[config.mk]
export PLATFORM = sky130hd
export DESIGN_NAME = dfr_freq_readback
export DESIGN_NICKNAME = d
export VERILOG_FILES = /design/src/logic/dfr_pkg.sv /design/src/logic/dfr_qty_if.sv /design/src/logic/dfr_snapshot.sv /design/src/logic/dfr_freq_readback.sv
export SDC_FILE = /design/constraint.sdc
export NUM_CORES = 1
export LEC_CHECK = 0
export ABC_AREA = 1
export BUFFER_PORTS_ARGS = -buffer_cell sky130_fd_sc_hd__buf_2
export CAP_MARGIN = 0
export CORE_MARGIN = 4
export CORE_UTILIZATION = 50
export CTS_BUF_LIST = sky130_fd_sc_hd__clkbuf_8
export DETAILED_ROUTE_END_ITERATION = 7
export GPL_TIMING_DRIVEN = 0
export PLACE_DENSITY = 0.73
export SYNTH_ARGS = -nofsm -noshare
export SYNTH_HDL_FRONTEND = slang
export SYNTH_HIERARCHICAL = 1
export SYNTH_SLANG_ARGS = --single-unit
[constraint.sdc]
create_clock -name pclk -period 1.5 [get_ports pclk]
set_input_delay 0.075 -clock pclk [delete_from_list [all_inputs] [get_ports pclk]]
set_output_delay 0.075 -clock pclk [all_outputs]
set_load 0.03 [all_outputs]
[src/logic/dfr_pkg.sv]
// Package of register map, field layout and state codes for the readback
package dfr_pkg;

  // Register indices; the byte address is four times the index
  localparam logic [11:0] IDX_RESULT_LO = 12'h0300;
  localparam logic [11:0] IDX_RESULT_HI = 12'h0304;
  localparam logic [11:0] IDX_TIE_DATA  = 12'h0306;
  localparam logic [11:0] IDX_CTRL      = 12'h0308;
  localparam logic [11:0] IDX_TIE_CTRL  = 12'h030A;

  localparam logic [11:0] ADDR_RESULT_LO = {IDX_RESULT_LO[9:0], 2'b00};
  localparam logic [11:0] ADDR_RESULT_HI = {IDX_RESULT_HI[9:0], 2'b00};
  localparam logic [11:0] ADDR_TIE_DATA  = {IDX_TIE_DATA[9:0], 2'b00};
  localparam logic [11:0] ADDR_CTRL      = {IDX_CTRL[9:0], 2'b00};
  localparam logic [11:0] ADDR_TIE_CTRL  = {IDX_TIE_CTRL[9:0], 2'b00};

  // Read control register fields
  localparam int CTRL_SEL_LSB = 0;
  localparam int CTRL_SEL_MSB = 2;
  localparam int CTRL_REQ_BIT = 4;

  // Reset values
  localparam logic [2:0]  SEL_RESET      = 3'h0;
  localparam logic [31:0] TIE_DATA_RESET = 32'h0000_0000;
  localparam logic [31:0] ZERO_WORD      = 32'h0000_0000;

  // Loop state codes on the loop_state input
  localparam logic [1:0] LS_NORMAL   = 2'h0;
  localparam logic [1:0] LS_HOLDOVER = 2'h1;
  localparam logic [1:0] LS_NCO      = 2'h2;

  // Low selector bit pairs
  localparam logic [1:0] SEL_INT = 2'h0;
  localparam logic [1:0] SEL_HOF = 2'h1;
  localparam logic [1:0] SEL_PIS = 2'h2;
  localparam logic [1:0] SEL_PP  = 2'h3;

  // Phase error data weight in picoseconds per LSB
  localparam int TIE_LSB_PS = 1000;

  typedef enum logic [1:0] {rb_idle, rb_store, rb_clear} dfr_rb_state_t;

endpackage

[src/logic/dfr_qty_if.sv]
// Interface carrying live loop quantities into a snapshot bank and back
`timescale 1ns/100ps
`default_nettype none
interface dfr_qty_if #(parameter int W = 40) ();
  logic [W-1:0] live_int;
  logic [W-1:0] live_hof;
  logic [W-1:0] live_pis;
  logic [W-1:0] live_pp;
  logic [W-1:0] held_int;
  logic [W-1:0] held_hof;
  logic [W-1:0] held_pis;
  logic [W-1:0] held_pp;

  modport bank (
    input  live_int, live_hof, live_pis, live_pp,
    output held_int, held_hof, held_pis, held_pp
  );
  modport user (
    output live_int, live_hof, live_pis, live_pp,
    input  held_int, held_hof, held_pis, held_pp
  );
endinterface
`default_nettype wire

[src/logic/dfr_snapshot.sv]
// Snapshot bank that tracks loop quantities and freezes them on demand
`timescale 1ns/100ps
`default_nettype none
module dfr_snapshot #(
  parameter int W = 40
) (
  // Clock and reset
  input  wire logic pclk,
  input  wire logic presetn,
  // Track while high, hold while low
  input  wire logic track,
  // Quantities
  dfr_qty_if.bank   q
);

  logic [W-1:0] int_ff;
  logic [W-1:0] hof_ff;
  logic [W-1:0] pis_ff;
  logic [W-1:0] pp_ff;

  always_ff @(posedge pclk or negedge presetn)
  begin
    if (!presetn)
    begin
      int_ff <= '0;
      hof_ff <= '0;
      pis_ff <= '0;
      pp_ff  <= '0;
    end
    else if (track)
    begin
      int_ff <= q.live_int;
      hof_ff <= q.live_hof;
      pis_ff <= q.live_pis;
      pp_ff  <= q.live_pp;
    end
  end

  assign q.held_int = int_ff;
  assign q.held_hof = hof_ff;
  assign q.held_pis = pis_ff;
  assign q.held_pp  = pp_ff;

endmodule
`default_nettype wire

[src/logic/dfr_freq_readback.sv]
// Frequency offset readback and phase error data registers behind APB
//
// How it works
// RQ1: Writing request bit 4 starts manual readback
// RQ2: Result stored first, request bit cleared after
// RQ3: Host sets request bit; only device clears
// RQ4: Host polls request bit before writing again
// RQ5: Selector bits 2:0 pick manual/auto quantity
// RQ6: Normal state: integral, holdover, sum, proportional
// RQ7: Holdover, selector 0xx: holdover filter output
// RQ8: Holdover 100: integral latched before holdover
// RQ9: Holdover 101/110/111: filter, latched sum, proportional
// RQ10: NCO reads return values latched on entry
// RQ11: NCO 110: sum or filter by prior state
// RQ12: 32-bit phase error argument or result
// RQ13: Phase error LSB weighs one nanosecond
// RQ14: Host touches phase data only when idle
// RQ15: Reserved control bits read zero
`timescale 1ns/100ps
`default_nettype none
module dfr_freq_readback #(
  parameter int W = 40
) (
  // Clock and reset
  input  wire logic         pclk,
  input  wire logic         presetn,
  // APB slave
  input  wire logic         psel,
  input  wire logic         penable,
  input  wire logic         pwrite,
  input  wire logic [11:0]  paddr,
  input  wire logic [31:0]  pwdata,
  output logic      [31:0]  prdata,
  output logic              pready,
  output logic              pslverr,
  // Loop quantities and state
  input  wire logic [W-1:0] integral_accumulator,
  input  wire logic [W-1:0] holdover_filter_out,
  input  wire logic [W-1:0] pi_sum,
  input  wire logic [W-1:0] p_part,
  input  wire logic [1:0]   loop_state,
  input  wire logic         nco_auto_read,
  // Phase error operation
  input  wire logic [1:0]   tie_action_field,
  input  wire logic         tie_result_valid,
  input  wire logic [31:0]  tie_result,
  output logic      [31:0]  tie_argument,
  // Status
  output logic              readback_busy
);

  if (W < 33 || W > 64)
  begin : g_width_check
    $error("dfr_freq_readback: W must lie in 33..64");
  end

  ////////////////////////////////////////////////////////////////////////////
  // Registers

  logic [2:0]             sel_ff;
  logic                   sem_ff;
  logic [W-1:0]           result_ff;
  logic [31:0]            tie_ff;
  logic [1:0]             prev_state_ff;
  logic                   auto_pend_ff;
  logic                   manual_ff;
  dfr_pkg::dfr_rb_state_t state_ff;
  logic [31:0]            prdata_ff;
  logic                   pready_ff;
  logic                   pslverr_ff;

  dfr_qty_if #(.W(W)) ho_q ();
  dfr_qty_if #(.W(W)) nco_q ();

  ////////////////////////////////////////////////////////////////////////////
  // APB decode

  wire apb_setup = psel & ~penable;
  wire apb_take  = psel & penable & pready_ff;
  wire wr_take   = apb_take & pwrite;
  wire rd_setup  = apb_setup & ~pwrite;

  wire hit_res_lo  = (paddr == dfr_pkg::ADDR_RESULT_LO);
  wire hit_res_hi  = (paddr == dfr_pkg::ADDR_RESULT_HI);
  wire hit_tie     = (paddr == dfr_pkg::ADDR_TIE_DATA);
  wire hit_ctrl    = (paddr == dfr_pkg::ADDR_CTRL);
  wire hit_tie_ctl = (paddr == dfr_pkg::ADDR_TIE_CTRL);
  wire hit_any     = hit_res_lo | hit_res_hi | hit_tie | hit_ctrl
                   | hit_tie_ctl;

  wire ctrl_wr = wr_take & hit_ctrl;
  wire tie_wr  = wr_take & hit_tie;

  // Control read: reserved bits 7:5 and 3 stay zero
  wire [31:0] ctrl_word = {27'h000_0000, sem_ff, 1'b0, sel_ff}; // RQ15

  wire [31:0] res_hi_word = 32'(result_ff[W-1:32]);

  wire [31:0] rd_mux =
      hit_res_lo  ? result_ff[31:0] :
      hit_res_hi  ? res_hi_word :
      hit_tie     ? tie_ff :
      hit_ctrl    ? ctrl_word :
      hit_tie_ctl ? {30'h0000_0000, tie_action_field} :
                    dfr_pkg::ZERO_WORD;

  // No wait state: ready rises in the first access cycle after each setup
  wire        nxt_pready  = apb_setup;
  wire        nxt_pslverr = apb_setup & ~hit_any;
  wire [31:0] nxt_prdata  = rd_setup ? rd_mux : prdata_ff;

  always_ff @(posedge pclk or negedge presetn)
  begin
    if (!presetn)
    begin
      pready_ff  <= 1'b0;
      pslverr_ff <= 1'b0;
      prdata_ff  <= dfr_pkg::ZERO_WORD;
    end
    else
    begin
      pready_ff  <= nxt_pready;
      pslverr_ff <= nxt_pslverr;
      prdata_ff  <= nxt_prdata;
    end
  end

  ////////////////////////////////////////////////////////////////////////////
  // Snapshot banks: holdover bank frozen in holdover or NCO, NCO bank frozen in NCO only

  assign ho_q.live_int = integral_accumulator;
  assign ho_q.live_hof = holdover_filter_out;
  assign ho_q.live_pis = pi_sum;
  assign ho_q.live_pp  = p_part;

  wire in_ho  = (loop_state == dfr_pkg::LS_HOLDOVER);
  wire in_nco = (loop_state == dfr_pkg::LS_NCO);

  // From holdover, NCO keeps the pre-holdover values and filter output
  assign nco_q.live_int = in_ho ? ho_q.held_int : integral_accumulator;
  assign nco_q.live_hof = holdover_filter_out;
  assign nco_q.live_pis = in_ho ? holdover_filter_out : pi_sum; // RQ11
  assign nco_q.live_pp  = in_ho ? ho_q.held_pp : p_part;

  dfr_snapshot #(.W(W)) u_ho_bank (
    .pclk    (pclk),
    .presetn (presetn),
    .track   (~in_ho & ~in_nco),
    .q       (ho_q.bank)
  );

  dfr_snapshot #(.W(W)) u_nco_bank (
    .pclk    (pclk),
    .presetn (presetn),
    .track   (~in_nco),
    .q       (nco_q.bank) // RQ10
  );

  ////////////////////////////////////////////////////////////////////////////
  // Quantity selection

  wire       sel_hi = sel_ff[2];
  wire [1:0] sel_lo = sel_ff[1:0];

  wire [W-1:0] normal_val = // RQ6
      (sel_lo == dfr_pkg::SEL_INT) ? integral_accumulator :
      (sel_lo == dfr_pkg::SEL_HOF) ? holdover_filter_out :
      (sel_lo == dfr_pkg::SEL_PIS) ? pi_sum :
                                     p_part;

  wire [W-1:0] ho_val =
      !sel_hi                      ? holdover_filter_out : // RQ7
      (sel_lo == dfr_pkg::SEL_INT) ? ho_q.held_int :       // RQ8
      (sel_lo == dfr_pkg::SEL_HOF) ? holdover_filter_out : // RQ9
      (sel_lo == dfr_pkg::SEL_PIS) ? ho_q.held_pis :
                                     ho_q.held_pp;

  wire [W-1:0] nco_val = // RQ10
      (sel_lo == dfr_pkg::SEL_INT) ? nco_q.held_int :
      (sel_lo == dfr_pkg::SEL_HOF) ? nco_q.held_hof :
      (sel_lo == dfr_pkg::SEL_PIS) ? nco_q.held_pis :
                                     nco_q.held_pp;

  wire [W-1:0] sel_value = in_nco ? nco_val :
                           in_ho  ? ho_val  :
                                    normal_val; // RQ5

  ////////////////////////////////////////////////////////////////////////////
  // Readback sequencer

  localparam dfr_pkg::dfr_rb_state_t rb_idle_c  = dfr_pkg::rb_idle;
  localparam dfr_pkg::dfr_rb_state_t rb_store_c = dfr_pkg::rb_store;
  localparam dfr_pkg::dfr_rb_state_t rb_clear_c = dfr_pkg::rb_clear;

  wire nco_entry = in_nco & (prev_state_ff != dfr_pkg::LS_NCO);
  wire idle      = (state_ff == rb_idle_c);
  wire store     = (state_ff == rb_store_c);
  wire clearing  = (state_ff == rb_clear_c);

  // A host set in the clearing cycle wins over the clear
  wire req_set   = ctrl_wr & pwdata[dfr_pkg::CTRL_REQ_BIT]; // RQ1
  wire nxt_sem   = req_set | (sem_ff & ~clearing);          // RQ3
  wire start_man = idle & sem_ff;                           // RQ1
  wire start_aut = idle & ~sem_ff & auto_pend_ff;           // RQ5
  wire nxt_auto  = (nco_entry & nco_auto_read)
                 | (auto_pend_ff & ~start_aut);
  wire [2:0] nxt_sel = ctrl_wr
      ? pwdata[dfr_pkg::CTRL_SEL_MSB:dfr_pkg::CTRL_SEL_LSB] : sel_ff;

  dfr_pkg::dfr_rb_state_t nxt_state;

  always_comb
  begin
    nxt_state = state_ff;
    case (state_ff)
      dfr_pkg::rb_idle:
        if (start_man || start_aut)
          nxt_state = dfr_pkg::rb_store;
      dfr_pkg::rb_store:
        nxt_state = manual_ff ? dfr_pkg::rb_clear : dfr_pkg::rb_idle; // RQ2
      dfr_pkg::rb_clear:
        nxt_state = dfr_pkg::rb_idle;
      default:
        nxt_state = dfr_pkg::rb_idle;
    endcase
  end

  wire [W-1:0] nxt_result = store ? sel_value : result_ff; // RQ2
  wire         nxt_manual = start_man ? 1'b1 : start_aut ? 1'b0 : manual_ff;

  always_ff @(posedge pclk or negedge presetn)
  begin
    if (!presetn)
    begin
      state_ff      <= dfr_pkg::rb_idle;
      sem_ff        <= 1'b0;
      sel_ff        <= dfr_pkg::SEL_RESET;
      result_ff     <= '0;
      manual_ff     <= 1'b0;
      auto_pend_ff  <= 1'b0;
      prev_state_ff <= dfr_pkg::LS_NORMAL;
    end
    else
    begin
      state_ff      <= nxt_state;
      sem_ff        <= nxt_sem;
      sel_ff        <= nxt_sel;
      result_ff     <= nxt_result;
      manual_ff     <= nxt_manual;
      auto_pend_ff  <= nxt_auto;
      prev_state_ff <= loop_state;
    end
  end

  ////////////////////////////////////////////////////////////////////////////
  // Phase error data, one nanosecond per LSB

  // The device result wins over a host write landing in the same cycle
  wire [31:0] nxt_tie = tie_result_valid ? tie_result : // RQ12 RQ13
                        tie_wr           ? pwdata     : tie_ff; // RQ14

  always_ff @(posedge pclk or negedge presetn)
  begin
    if (!presetn)
      tie_ff <= dfr_pkg::TIE_DATA_RESET;
    else
      tie_ff <= nxt_tie;
  end

  ////////////////////////////////////////////////////////////////////////////
  // Outputs

  assign prdata        = prdata_ff;
  assign pready        = pready_ff;
  assign pslverr       = pslverr_ff;
  assign tie_argument  = tie_ff;
  assign readback_busy = sem_ff;

  ////////////////////////////////////////////////////////////////////////////
  // Assertions

  a_req_starts: assert property ( // RQ1
    @(posedge pclk) disable iff (!presetn)
    (idle && !sem_ff && !auto_pend_ff && req_set)
      |=> sem_ff ##1 (state_ff == dfr_pkg::rb_store)
          ##1 (state_ff == dfr_pkg::rb_clear) ##1 !sem_ff)
    else $error("manual readback did not run its sequence");

  a_store_first: assert property ( // RQ2
    @(posedge pclk) disable iff (!presetn)
    $fell(sem_ff) |-> ($past(state_ff) == dfr_pkg::rb_clear)
      && ($past(state_ff, 2) == dfr_pkg::rb_store)
      && (result_ff == $past(sel_value, 2)))
    else $error("request bit cleared without a stored result");

  a_sem_hold: assert property ( // RQ3
    @(posedge pclk) disable iff (!presetn)
    (sem_ff && state_ff != dfr_pkg::rb_clear) |=> sem_ff)
    else $error("request bit dropped outside the clearing step");

  a_sel_normal: assert property ( // RQ6
    @(posedge pclk) disable iff (!presetn)
    (loop_state == dfr_pkg::LS_NORMAL && sel_ff[1:0] == dfr_pkg::SEL_PIS)
      |-> (sel_value == pi_sum))
    else $error("normal state sum selection wrong");

  a_ho_low_sel: assert property ( // RQ7
    @(posedge pclk) disable iff (!presetn)
    (in_ho && !sel_ff[2]) |-> (sel_value == holdover_filter_out))
    else $error("holdover 0xx did not give filter output");

  a_ho_int_latch: assert property ( // RQ8
    @(posedge pclk) disable iff (!presetn)
    (loop_state == dfr_pkg::LS_NORMAL ##1 in_ho && sel_ff == 3'h4)
      |-> (sel_value == $past(integral_accumulator)))
    else $error("holdover 100 lost the pre-holdover integral");

  a_ho_pp_latch: assert property ( // RQ9
    @(posedge pclk) disable iff (!presetn)
    (loop_state == dfr_pkg::LS_NORMAL ##1 in_ho && sel_ff == 3'h7)
      |-> (sel_value == $past(p_part)))
    else $error("holdover 111 lost the pre-holdover proportional");

  a_nco_latched: assert property ( // RQ10
    @(posedge pclk) disable iff (!presetn)
    (loop_state == dfr_pkg::LS_NORMAL ##1 in_nco && sel_ff[1:0] == 2'h1)
      |-> (sel_value == $past(holdover_filter_out)))
    else $error("NCO read did not use the entry value");

  a_nco_from_ho: assert property ( // RQ11
    @(posedge pclk) disable iff (!presetn)
    (in_ho ##1 in_nco && sel_ff == 3'h6)
      |-> (sel_value == $past(holdover_filter_out)))
    else $error("NCO 110 from holdover not the filter output");

  a_tie_result: assert property ( // RQ12
    @(posedge pclk) disable iff (!presetn)
    tie_result_valid |=> (tie_argument == $past(tie_result)))
    else $error("phase error result not stored");

  a_resv_zero: assert property ( // RQ15
    @(posedge pclk) disable iff (!presetn)
    (rd_setup && hit_ctrl) |=> (prdata[7:5] == 3'h0) && !prdata[3])
    else $error("reserved control bits read nonzero");

endmodule
`default_nettype wire

==> results_dict.tcl, run 1 <==
set metrics [dict create \
    antenna_found_initial 11 \
    timing.max_cap.violations 0 \
    grt_pass1_vias 23800 \
    p_comb_share_pct 19.9 \
    rsz0062_at_grt "true" \
    synth-warning-count 6 \
    path_class "reg2reg" \
    dp_cells 4226 \
    timing.hold.ws_ns -0.515 \
    drt_iter0_markers 2636 \
    crit_chain "buf_6, nor2_4, nand2_4, clkbuf_8, nor2_1, a21oi_1, nand2_1, nand2_1, a21oi_2" \
    finalSetupViolations 81 \
    die-height_um 219 \
    wl_met2_um 39500 \
    coreArea_mm2 0.0441 \
    utilization_pct 67.2 \
    track_usage_pct 35.6 \
    cts_tree "done" \
    hpwl_um 60000 \
    sw_frac_of_total_pct 32.4 \
    status "finished, violations left" \
    grt_max_degree 122 \
    crit_slowest_cell "dfrtp_2" \
    vias 24400 \
    overflow 0 \
    cpPeakStageDelay_ns 0.47 \
    intPower_mw 19.7 \
    area_growth_pct 32.9 \
    start_kind "flip-flop" \
    port_buffers 313 \
    crit_path_frequent_cell "nand2_1" \
    die_area_mm2 0.0480 \
    clock_power_share_pct 35.1 \
    ios 314 \
    nets 4206 \
    cts_buffers 72 \
    wl_met1_um 33700 \
    cts_root_buf "clkbuf_8" \
    hold_violations 95 \
    setup_ws_ns -0.212 \
    cp_data_arrival_time_ns 2.28 \
    grt_pass1_wl_um 132000 \
    fmax_mhz 584 \
    drive_above_1_share_pct 18.1 \
    slew-limit-headroom_pct 43.7 \
    hp-class "in2async" \
    fin_crit_sh_pct 114 \
    drt-pass1-iter-count 7 \
    clock_path_buffers 3 \
    crit_buf_inv 2 \
    p_per_area_mw_per_mm2 980 \
    synth_area_per_cell_um2 6.72 \
    final_cells 4618 \
    drc 0 \
    hold_buffers 234 \
    fp-row-count 77 \
    drv_slew 0 \
    cp_max_fo 10 \
    worstSkewPairLatency_ns 0.65 \
    switching_power_mw 9.40 \
    failed_checks "negative hold slack, negative setup slack" \
    pre_cts_slack_ns -0.897 \
    met3WireLength_um 10100 \
    skew_ns 0.0412 \
    top_layer "met5" \
    vias_per_cell 5.29 \
    critPathTopFamily "simple AND/OR/NAND/NOR gates" \
    clock_sinks 396 \
    wl_per_cell_um 19.3 \
    final_antenna_net_count 0 \
    h-tree-depth 3 \
    synth_cells 3318 \
    synth.net_count 3567 \
    initial_core_util_pct 50.5 \
    synth_area_mm2 0.0223 \
    p_leak_nw 16.8 \
    pwr-share-seq_pct 45.0 \
    die_x_um 219 \
    ir_drop_mv 0.569 \
    endpoint_kind "flip-flop" \
    worst_pin_slew_ns 0.836 \
    wirelength_um 88900 \
    routabilityCongestion 0.965 \
    cp.required_ns 2.07 \
    clkTransAtPathRegs_ns 0.06 \
    fin_crit_ns 1.71 \
]
==> path summary, 6_finish.rpt <==
kind	start	endpoint	slack [ns]	depth (start not counted)
max	sel_ff[0]	result_ff[10]	-0.21	9
min	presetn	u_ho_bank/q.held_int[3]	-0.52	1
max reg2reg	sel_ff[0]	result_ff[10]	-0.21	9
min reg2reg	u_ho_bank/q.held_pis[11]	u_ho_bank/q.held_pis[11]	0.46	2
max in group asynchronous	presetn	u_ho_bank/q.held_int[21]	0.61	3
min in group pclk	paddr[2]	prdata[3]	0.04	7
==> area by class of cell <==
class | instances | area, um^2
clock buffer | 91 | 1250
multi-input combinational | 2282 | 10000
fill | 3869 | 14500
tap | 592 | 741
antenna | 14 | 35.0
inverter | 432 | 1640
buffer | 206 | 1610
sequential | 396 | 9910
clock inverter | 38 | 159
timing repair buffer | 567 | 4250
==> registers in the layout, indices dropped and copies added (netlist names), 32 cells and up <==
register,cells
u_nco_bank/q.held_hof,40
u_ho_bank/q.held_pis,40
u_nco_bank/q.held_pp,40
u_nco_bank/q.held_int,40
prdata,32
u_nco_bank/q.held_pis,40
u_ho_bank/q.held_int,40
tie_argument,32
result_ff,40
u_ho_bank/q.held_pp,40
==> metal layers <==
metal	vias to the layer above	global-route usage, %
met2	1448	55.9
met1	11200	44.8
met5	-	0
li1	11400	-
met3	326	9.17
met4	10	20.4
==> power groups by stage <==
stage | logic [mW] | registers, mW | clock network, mW
5_1_grt | 6.37 | 13.2 | 10.8
3_3_place_gp | 4.78 | 13.1 | 0
2_1_floorplan | 2.88 | 13.0 | 0
3_5_place_dp | 4.89 | 13.2 | 0
6_report | 5.77 | 13.1 | 10.2
4_1_cts | 5.45 | 13.0 | 10.2
==> cells in the final DEF (no fill, tap or decap), types with 4 or more instances in the layout <==
cell and instances:
o21ai_0 196, dlygate4sd3_1 234, nor2_2 13, buf_2 371, a21oi_2 44, o21ai_1 21
o22a_1 4, nand2_2 11, buf_8 10, buf_4 22, buf_16 5, buf_12 7
nand3_1 191, nand4_1 6, a21oi_1 115, clkbuf_16 6, nand2_4 4, inv_2 4
o211ai_1 34, nand2_1 1392, buf_6 35, clkbuf_4 11, or2_2 34, clkbuf_1 36
clkinv_2 7, nor2_4 6, nand3b_1 40, inv_1 453, clkbuf_8 106, dfrtp_1 394
clkbuf_2 19, nor2_1 164, diode_2 14
==> per-stage QoR <==
stage / total power [mW] / cell area [um^2] / hold slack, ns / setup TNS [ns]
6_report: 29.1 / 29600 / -0.515 / -8.08
5_1_grt: 30.3 / 29600 / -0.456 / -14.49
4_1_cts: 28.7 / 29200 / -0.490 / -5.18
3_5_place_dp: 18.1 / 24700 / 0.183 / -158.43
3_3_place_gp: 17.9 / 24600 / 0.215 / -3174.41
2_1_floorplan: 15.9 / 22300 / -0.221 / 0
==> repair_timing <==
action,in CTS,in global routing
buffers inserted,8,3
setup endpoints to repair,169,177
gates cloned,2,4
endpoints found under the hold margin,464,95
pin swaps,11,15
gates resized for setup,214,99
Note: power is estimated with default switching activity, not from simulation.
==> run 2, diff against run 1 <==
Settings changed: ABC_AREA 1 to unset, CORE_MARGIN 4 to 1, CTS_BUF_LIST sky130_fd_sc_hd__clkbuf_8 to unset, PLACE_DENSITY 0.73 to 0.74.
==> run 2 against run 1 <==
Compared with the run above: the run still ends with negative hold slack, negative setup slack left; setup slack better by 0.049 ns; count of clock-buffer cells in the layout down 28; synthesized cell count down 54%; register-to-register slack better by 0.05 ns.
==> results_dict.tcl, run 2 <==
set metrics [dict create \
    fin_area_mm2 0.0276 \
    clock_power_share_pct 37.0 \
    drv_slew 0 \
    cp_data_arrival_time_ns 2.10 \
    clock_sinks 396 \
    crit_chain "clkbuf_16, clkbuf_8, mux2_2, a221oi_2, a21oi_1" \
    status "finished, violations left" \
    clkTransAtPathRegs_ns 0.06 \
    setup_ws_ns -0.163 \
    synth_area_per_cell_um2 13.3 \
    critPathTopFamily "buffers and inverters" \
    h-tree-depth 2 \
    failed_checks "negative hold slack, negative setup slack" \
    cp.required_ns 1.94 \
    hold_violations 92 \
    wirelength_um 68300 \
    p_per_area_mw_per_mm2 1080 \
    slew-limit-headroom_pct 57.4 \
    antenna_found_initial 4 \
    track_usage_pct 32.8 \
    synth_cells 1535 \
    postPlaceCellArea_mm2 0.0229 \
    p_comb_share_pct 18.9 \
    skew_ns 0.0196 \
    cts_root_buf "clkbuf_16" \
    area_growth_pct 35.1 \
    pwr-share-seq_pct 44.1 \
    fin_crit_ns 1.66 \
    layout_common_cells "dfrtp_1, buf_2, mux2_2, dlygate4sd3_1, mux2_4" \
    synth_area_mm2 0.0204 \
    fin_crit_sh_pct 111 \
    synth-warning-count 6 \
    clock_path_buffers 3 \
    cts_buffers 44 \
    path_class "reg2reg" \
    hp-class "in2async" \
    vias_per_cell 5.99 \
    drt-pass1-iter-count 5 \
    ios 314 \
    cpPeakStageDelay_ns 0.36 \
    timing.hold.ws_ns -0.542 \
    vias 16200 \
    wl_per_cell_um 25.3 \
    port_buffers 312 \
    drt_iter0_markers 1453 \
    pre_cts_slack_ns -0.752 \
    fp-row-count 73 \
    die_x_um 204 \
    fillCellCount 2759 \
    cp_max_fo 10 \
    drc 0 \
    grt_pass1_wl_um 102000 \
    routabilityCongestion 0.909 \
    start_kind "flip-flop" \
    switching_power_mw 8.16 \
    intPower_mw 21.7 \
    synth.net_count 1784 \
    grt_pass1_vias 17000 \
    crit_slowest_cell "dfrtp_1" \
    die_area_mm2 0.0417 \
    timing.max_cap.violations 0 \
    initial_core_util_pct 51.1 \
    sw_frac_of_total_pct 27.3 \
    worstSkewPairLatency_ns 0.58 \
    fmax_mhz 601 \
    finalSetupViolations 41 \
    cts_tree "done" \
    rsz0062_at_grt "true" \
    hold_buffers 232 \
    p_leak_nw 12.3 \
    drive_above_1_share_pct 48.8 \
    die-height_um 204 \
    coreArea_mm2 0.0400 \
    hpwl_um 45500 \
    overflow 0 \
    crit_buf_inv 2 \
    final_antenna_net_count 0 \
    endpoint_kind "flip-flop" \
    nets 2385 \
    ir_drop_mv 0.796 \
    grt_max_degree 124 \
    final_common_cell "dfrtp_1" \
    worst_pin_slew_ns 0.639 \
]
==> run 2: cell type report <==
cell class	instances	area, um^2	area share (%)
Tap cell	525	657	2.38
Sequential cell	396	9910	35.9
Antenna cell	4	10.0	0.0362
Clock buffer	63	1280	4.65
Buffer	131	1170	4.24
Timing Repair Buffer	558	4140	15.0
Clock inverter	17	178	0.643
Multi-Input combinational cell	1000	10300	37.1
Inverter	5	18.8	0.0679
==> run 2: timing repair <==
item                                    CTS  global route
gates cloned                              1             2
endpoints found under the setup margin   88            89
resized for setup                       148            59
pin swaps                                 2             3
setup buffers                             2             6
endpoints found under the hold margin   440            71
==> run 2: routing by layer <==
metal / part of all wire, % / GRT usage, % / wire [um] / up-vias
met3: 7.4 / 5.68 / 5020 / 146
met1: 41 / 42.7 / 28100 / 8244
met2: 48 / 54.2 / 32900 / 798
met5: 0 / 0 / 0 / -
li1: - / - / - / 6983
met4: 3.4 / 13.4 / 2310 / 0
==> run 2: power groups by stage <==
stage	Clock, mW	Combinational (mW)	Sequential [mW]
2_1_floorplan	0	3.17	13.0
3_3_place_gp	0	4.68	13.2
3_5_place_dp	0	4.82	13.3
4_1_cts	11.2	5.46	13.1
5_1_grt	11.6	5.98	13.3
6_report	11.1	5.64	13.2
==> run 2: worst paths after layout <==
kind	startpoint	to	slack, ns	depth (start not counted)
hold / removal	presetn	prdata[6]	-0.54	1
setup reg to reg	sel_ff[0]	result_ff[16]	-0.16	5
hold reg to reg	prdata[3]	prdata[3]	0.48	2
max in group asynchronous	presetn	u_ho_bank/q.held_pp[12]	0.66	3
setup / recovery	sel_ff[0]	result_ff[16]	-0.16	5
min in group pclk	paddr[4]	prdata[2]	0.01	5
==> run 2: through the flow <==
stage / instances / utilization, % / hold slack (ns) / setup TNS (ns) / power, mW
after CTS: 2689 / 68.2 / -0.527 / -4.72 / 29.7
after global placement: 2372 / 57.0 / 0.262 / -3017.00 / 17.9
final: 2699 / 69.0 / -0.542 / -4.69 / 29.9
after floorplan: 1535 / - / -0.221 / -12.16 / 16.1
after global routing: 2698 / 69.0 / -0.502 / -7.02 / 30.9
after detailed placement: 2375 / 57.3 / 0.0755 / -116.52 / 18.1
==> run 3, diff against run 2 <==
Settings changed: ABC_AREA set to 1, CTS_CLUSTER_DIAMETER set to 100, PLACE_DENSITY 0.74 to 0.73, SKIP_CTS_REPAIR_TIMING set to 1.
==> run 3 against run 2 <==
Compared with the run above: the run still ends with negative hold slack, negative setup slack left; die area grew 9.0%; cell area grew 6.5%; count of clock-buffer cells in the layout grew 8; sequential power is essentially flat; first-iteration DRC count grew 67%; critical path depth grew 4; wire length grew 28%; setup slack lost 0.089 ns; cell count grew 69%; largest cell class unchanged; register-to-register slack lost 0.09 ns.
==> results_dict.tcl, run 3 (same netlist as run 1, synthesis figures left out) <==
set metrics [dict create \
    nets 4169 \
    clock_sinks 396 \
    vias_per_cell 5.28 \
    drc 0 \
    fin_area_mm2 0.0294 \
    endpoint_kind "flip-flop" \
    die-height_um 213 \
    timing.hold.ws_ns -0.423 \
    skew_ns 0.0157 \
    grt_pass1_wl_um 123000 \
    fmax_mhz 571 \
    track_usage_pct 36.2 \
    hp-class "in2async" \
    cp_data_arrival_time_ns 2.23 \
    cp_max_fo 10 \
    fp-row-count 77 \
    worstSkewPairLatency_ns 0.60 \
    port_buffers 313 \
    fin_crit_sh_pct 117 \
    clock_power_share_pct 38.2 \
    hold_violations 112 \
    drt_iter0_markers 2431 \
    cts_tree "done" \
    failed_checks "negative hold slack, negative setup slack" \
    path_class "reg2reg" \
    slew-limit-headroom_pct 39.8 \
    postPlaceCellArea_mm2 0.0247 \
    intPower_mw 21.1 \
    die_area_mm2 0.0455 \
    final_antenna_net_count 0 \
    ir_drop_mv 0.768 \
    finalSetupViolations 45 \
    start_kind "flip-flop" \
    drt-pass1-iter-count 6 \
    final_common_cell "nand2_1" \
    r2r_slack_ns -0.25 \
    cp.required_ns 1.97 \
    die_x_um 213 \
    vias 24000 \
    wirelength_um 87400 \
    grt_max_degree 115 \
    grt_pass1_vias 21400 \
    pwr-share-seq_pct 43.0 \
    cts_buffers 46 \
    hpwl_um 59900 \
    setup_ws_ns -0.253 \
    rsz0062_at_grt "true" \
    worst_pin_slew_ns 0.904 \
    ios 314 \
    wl_per_cell_um 19.2 \
    area_growth_pct 31.9 \
    drive_above_1_share_pct 17.5 \
    sw_frac_of_total_pct 30.6 \
    routabilityCongestion 0.957 \
    switching_power_mw 9.31 \
    layout_common_cells "nand2_1, inv_1, dfrtp_1, buf_2, dlygate4sd3_1" \
    p_leak_nw 16.6 \
    status "finished, violations left" \
    antenna_found_initial 8 \
    p_comb_share_pct 18.8 \
    p_per_area_mw_per_mm2 1030 \
    pre_cts_slack_ns -0.956 \
    fin_crit_ns 1.75 \
    drv_slew 0 \
    overflow 0 \
    timing.max_cap.violations 0 \
    coreArea_mm2 0.0441 \
    cts_root_buf "clkbuf_16" \
    h-tree-depth 2 \
    initial_core_util_pct 50.5 \
    fillCellCount 3900 \
    clkTransAtPathRegs_ns 0.06 \
    clock_path_buffers 3 \
    utilization_pct 66.7 \
]
-- run 3: changes by cell type in the layout (fill, tap and decap cells not counted), sizes merged, moves of 137 or more --
cell,before,now
inv,7,430
nand3,10,194
nor2,46,183
nand2,23,1408
mux2,444,0
o21ai,41,217
-- run 3: power by group through the flow --
stage | sequential [mW] | clock [mW] | combinational [mW]
2_1_floorplan | 13.0 | 0 | 2.88
3_3_place_gp | 13.1 | 0 | 4.80
3_5_place_dp | 13.2 | 0 | 4.91
4_1_cts | 13.0 | 11.7 | 4.94
5_1_grt | 13.2 | 12.1 | 6.32
6_report | 13.1 | 11.6 | 5.72
-- run 3: final timing paths --
check                                        start  cells past startpoint                       end
hold reg to reg            u_ho_bank/q.held_pis[9]                      2   u_ho_bank/q.held_pis[9]
max in group asynchronous                  presetn                      3  u_ho_bank/q.held_int[18]
setup reg to reg                         sel_ff[1]                      9             result_ff[15]
hold / removal                             presetn                      1   u_ho_bank/q.held_int[3]
min in group pclk                 tie_result_valid                      3           tie_argument[1]
setup / recovery                         sel_ff[1]                      9             result_ff[15]
-- run 3: routing by layer --
metal	routed length, um	up-vias	GRT usage [%]	part of all wire (%)
met5	27	-	1.45	0.031
met4	5310	4	23.3	6.1
met3	9160	283	9.55	10
met2	39000	1329	55.4	45
met1	33900	11100	45.3	39
li1	-	11300	-	-
-- run 3: through the flow --
| step | setup TNS [ns] | cells | power (mW) |
|---|---|---|---|
| 6_report | -7.38 | 4552 | 30.4 |
| 5_1_grt | -11.24 | 4549 | 31.6 |
| 4_1_cts | -46.16 | 4308 | 29.6 |
| 3_5_place_dp | -174.90 | 4226 | 18.1 |
| 3_3_place_gp | -3177.78 | 4223 | 17.9 |
| 2_1_floorplan | 0 | 3318 | 15.9 |
-- run 3: layout make-up --
type                       count  area [um^2]  area share, %
multi-input combinational   2282        10000           34.1
antenna                        6         15.0         0.0510
sequential                   396         9910           33.7
clock inverter                11          110          0.374
tap                          592          741           2.52
timing repair buffer         555         4030           13.7
clock buffer                  71         1440           4.89
buffer                       207         1510           5.14
inverter                     432         1640           5.56
-- run 3: critical path, stage by stage, from the launching register on --
cell	delay (ns)
dfrtp_2	0.42
buf_12	0.18
clkinvlp_4	0.15
nand2_4	0.18
nand2_8	0.10
buf_12	0.17
a21oi_2	0.16
nand2_2	0.10
nand2_1	0.10
a21oi_2	0.07
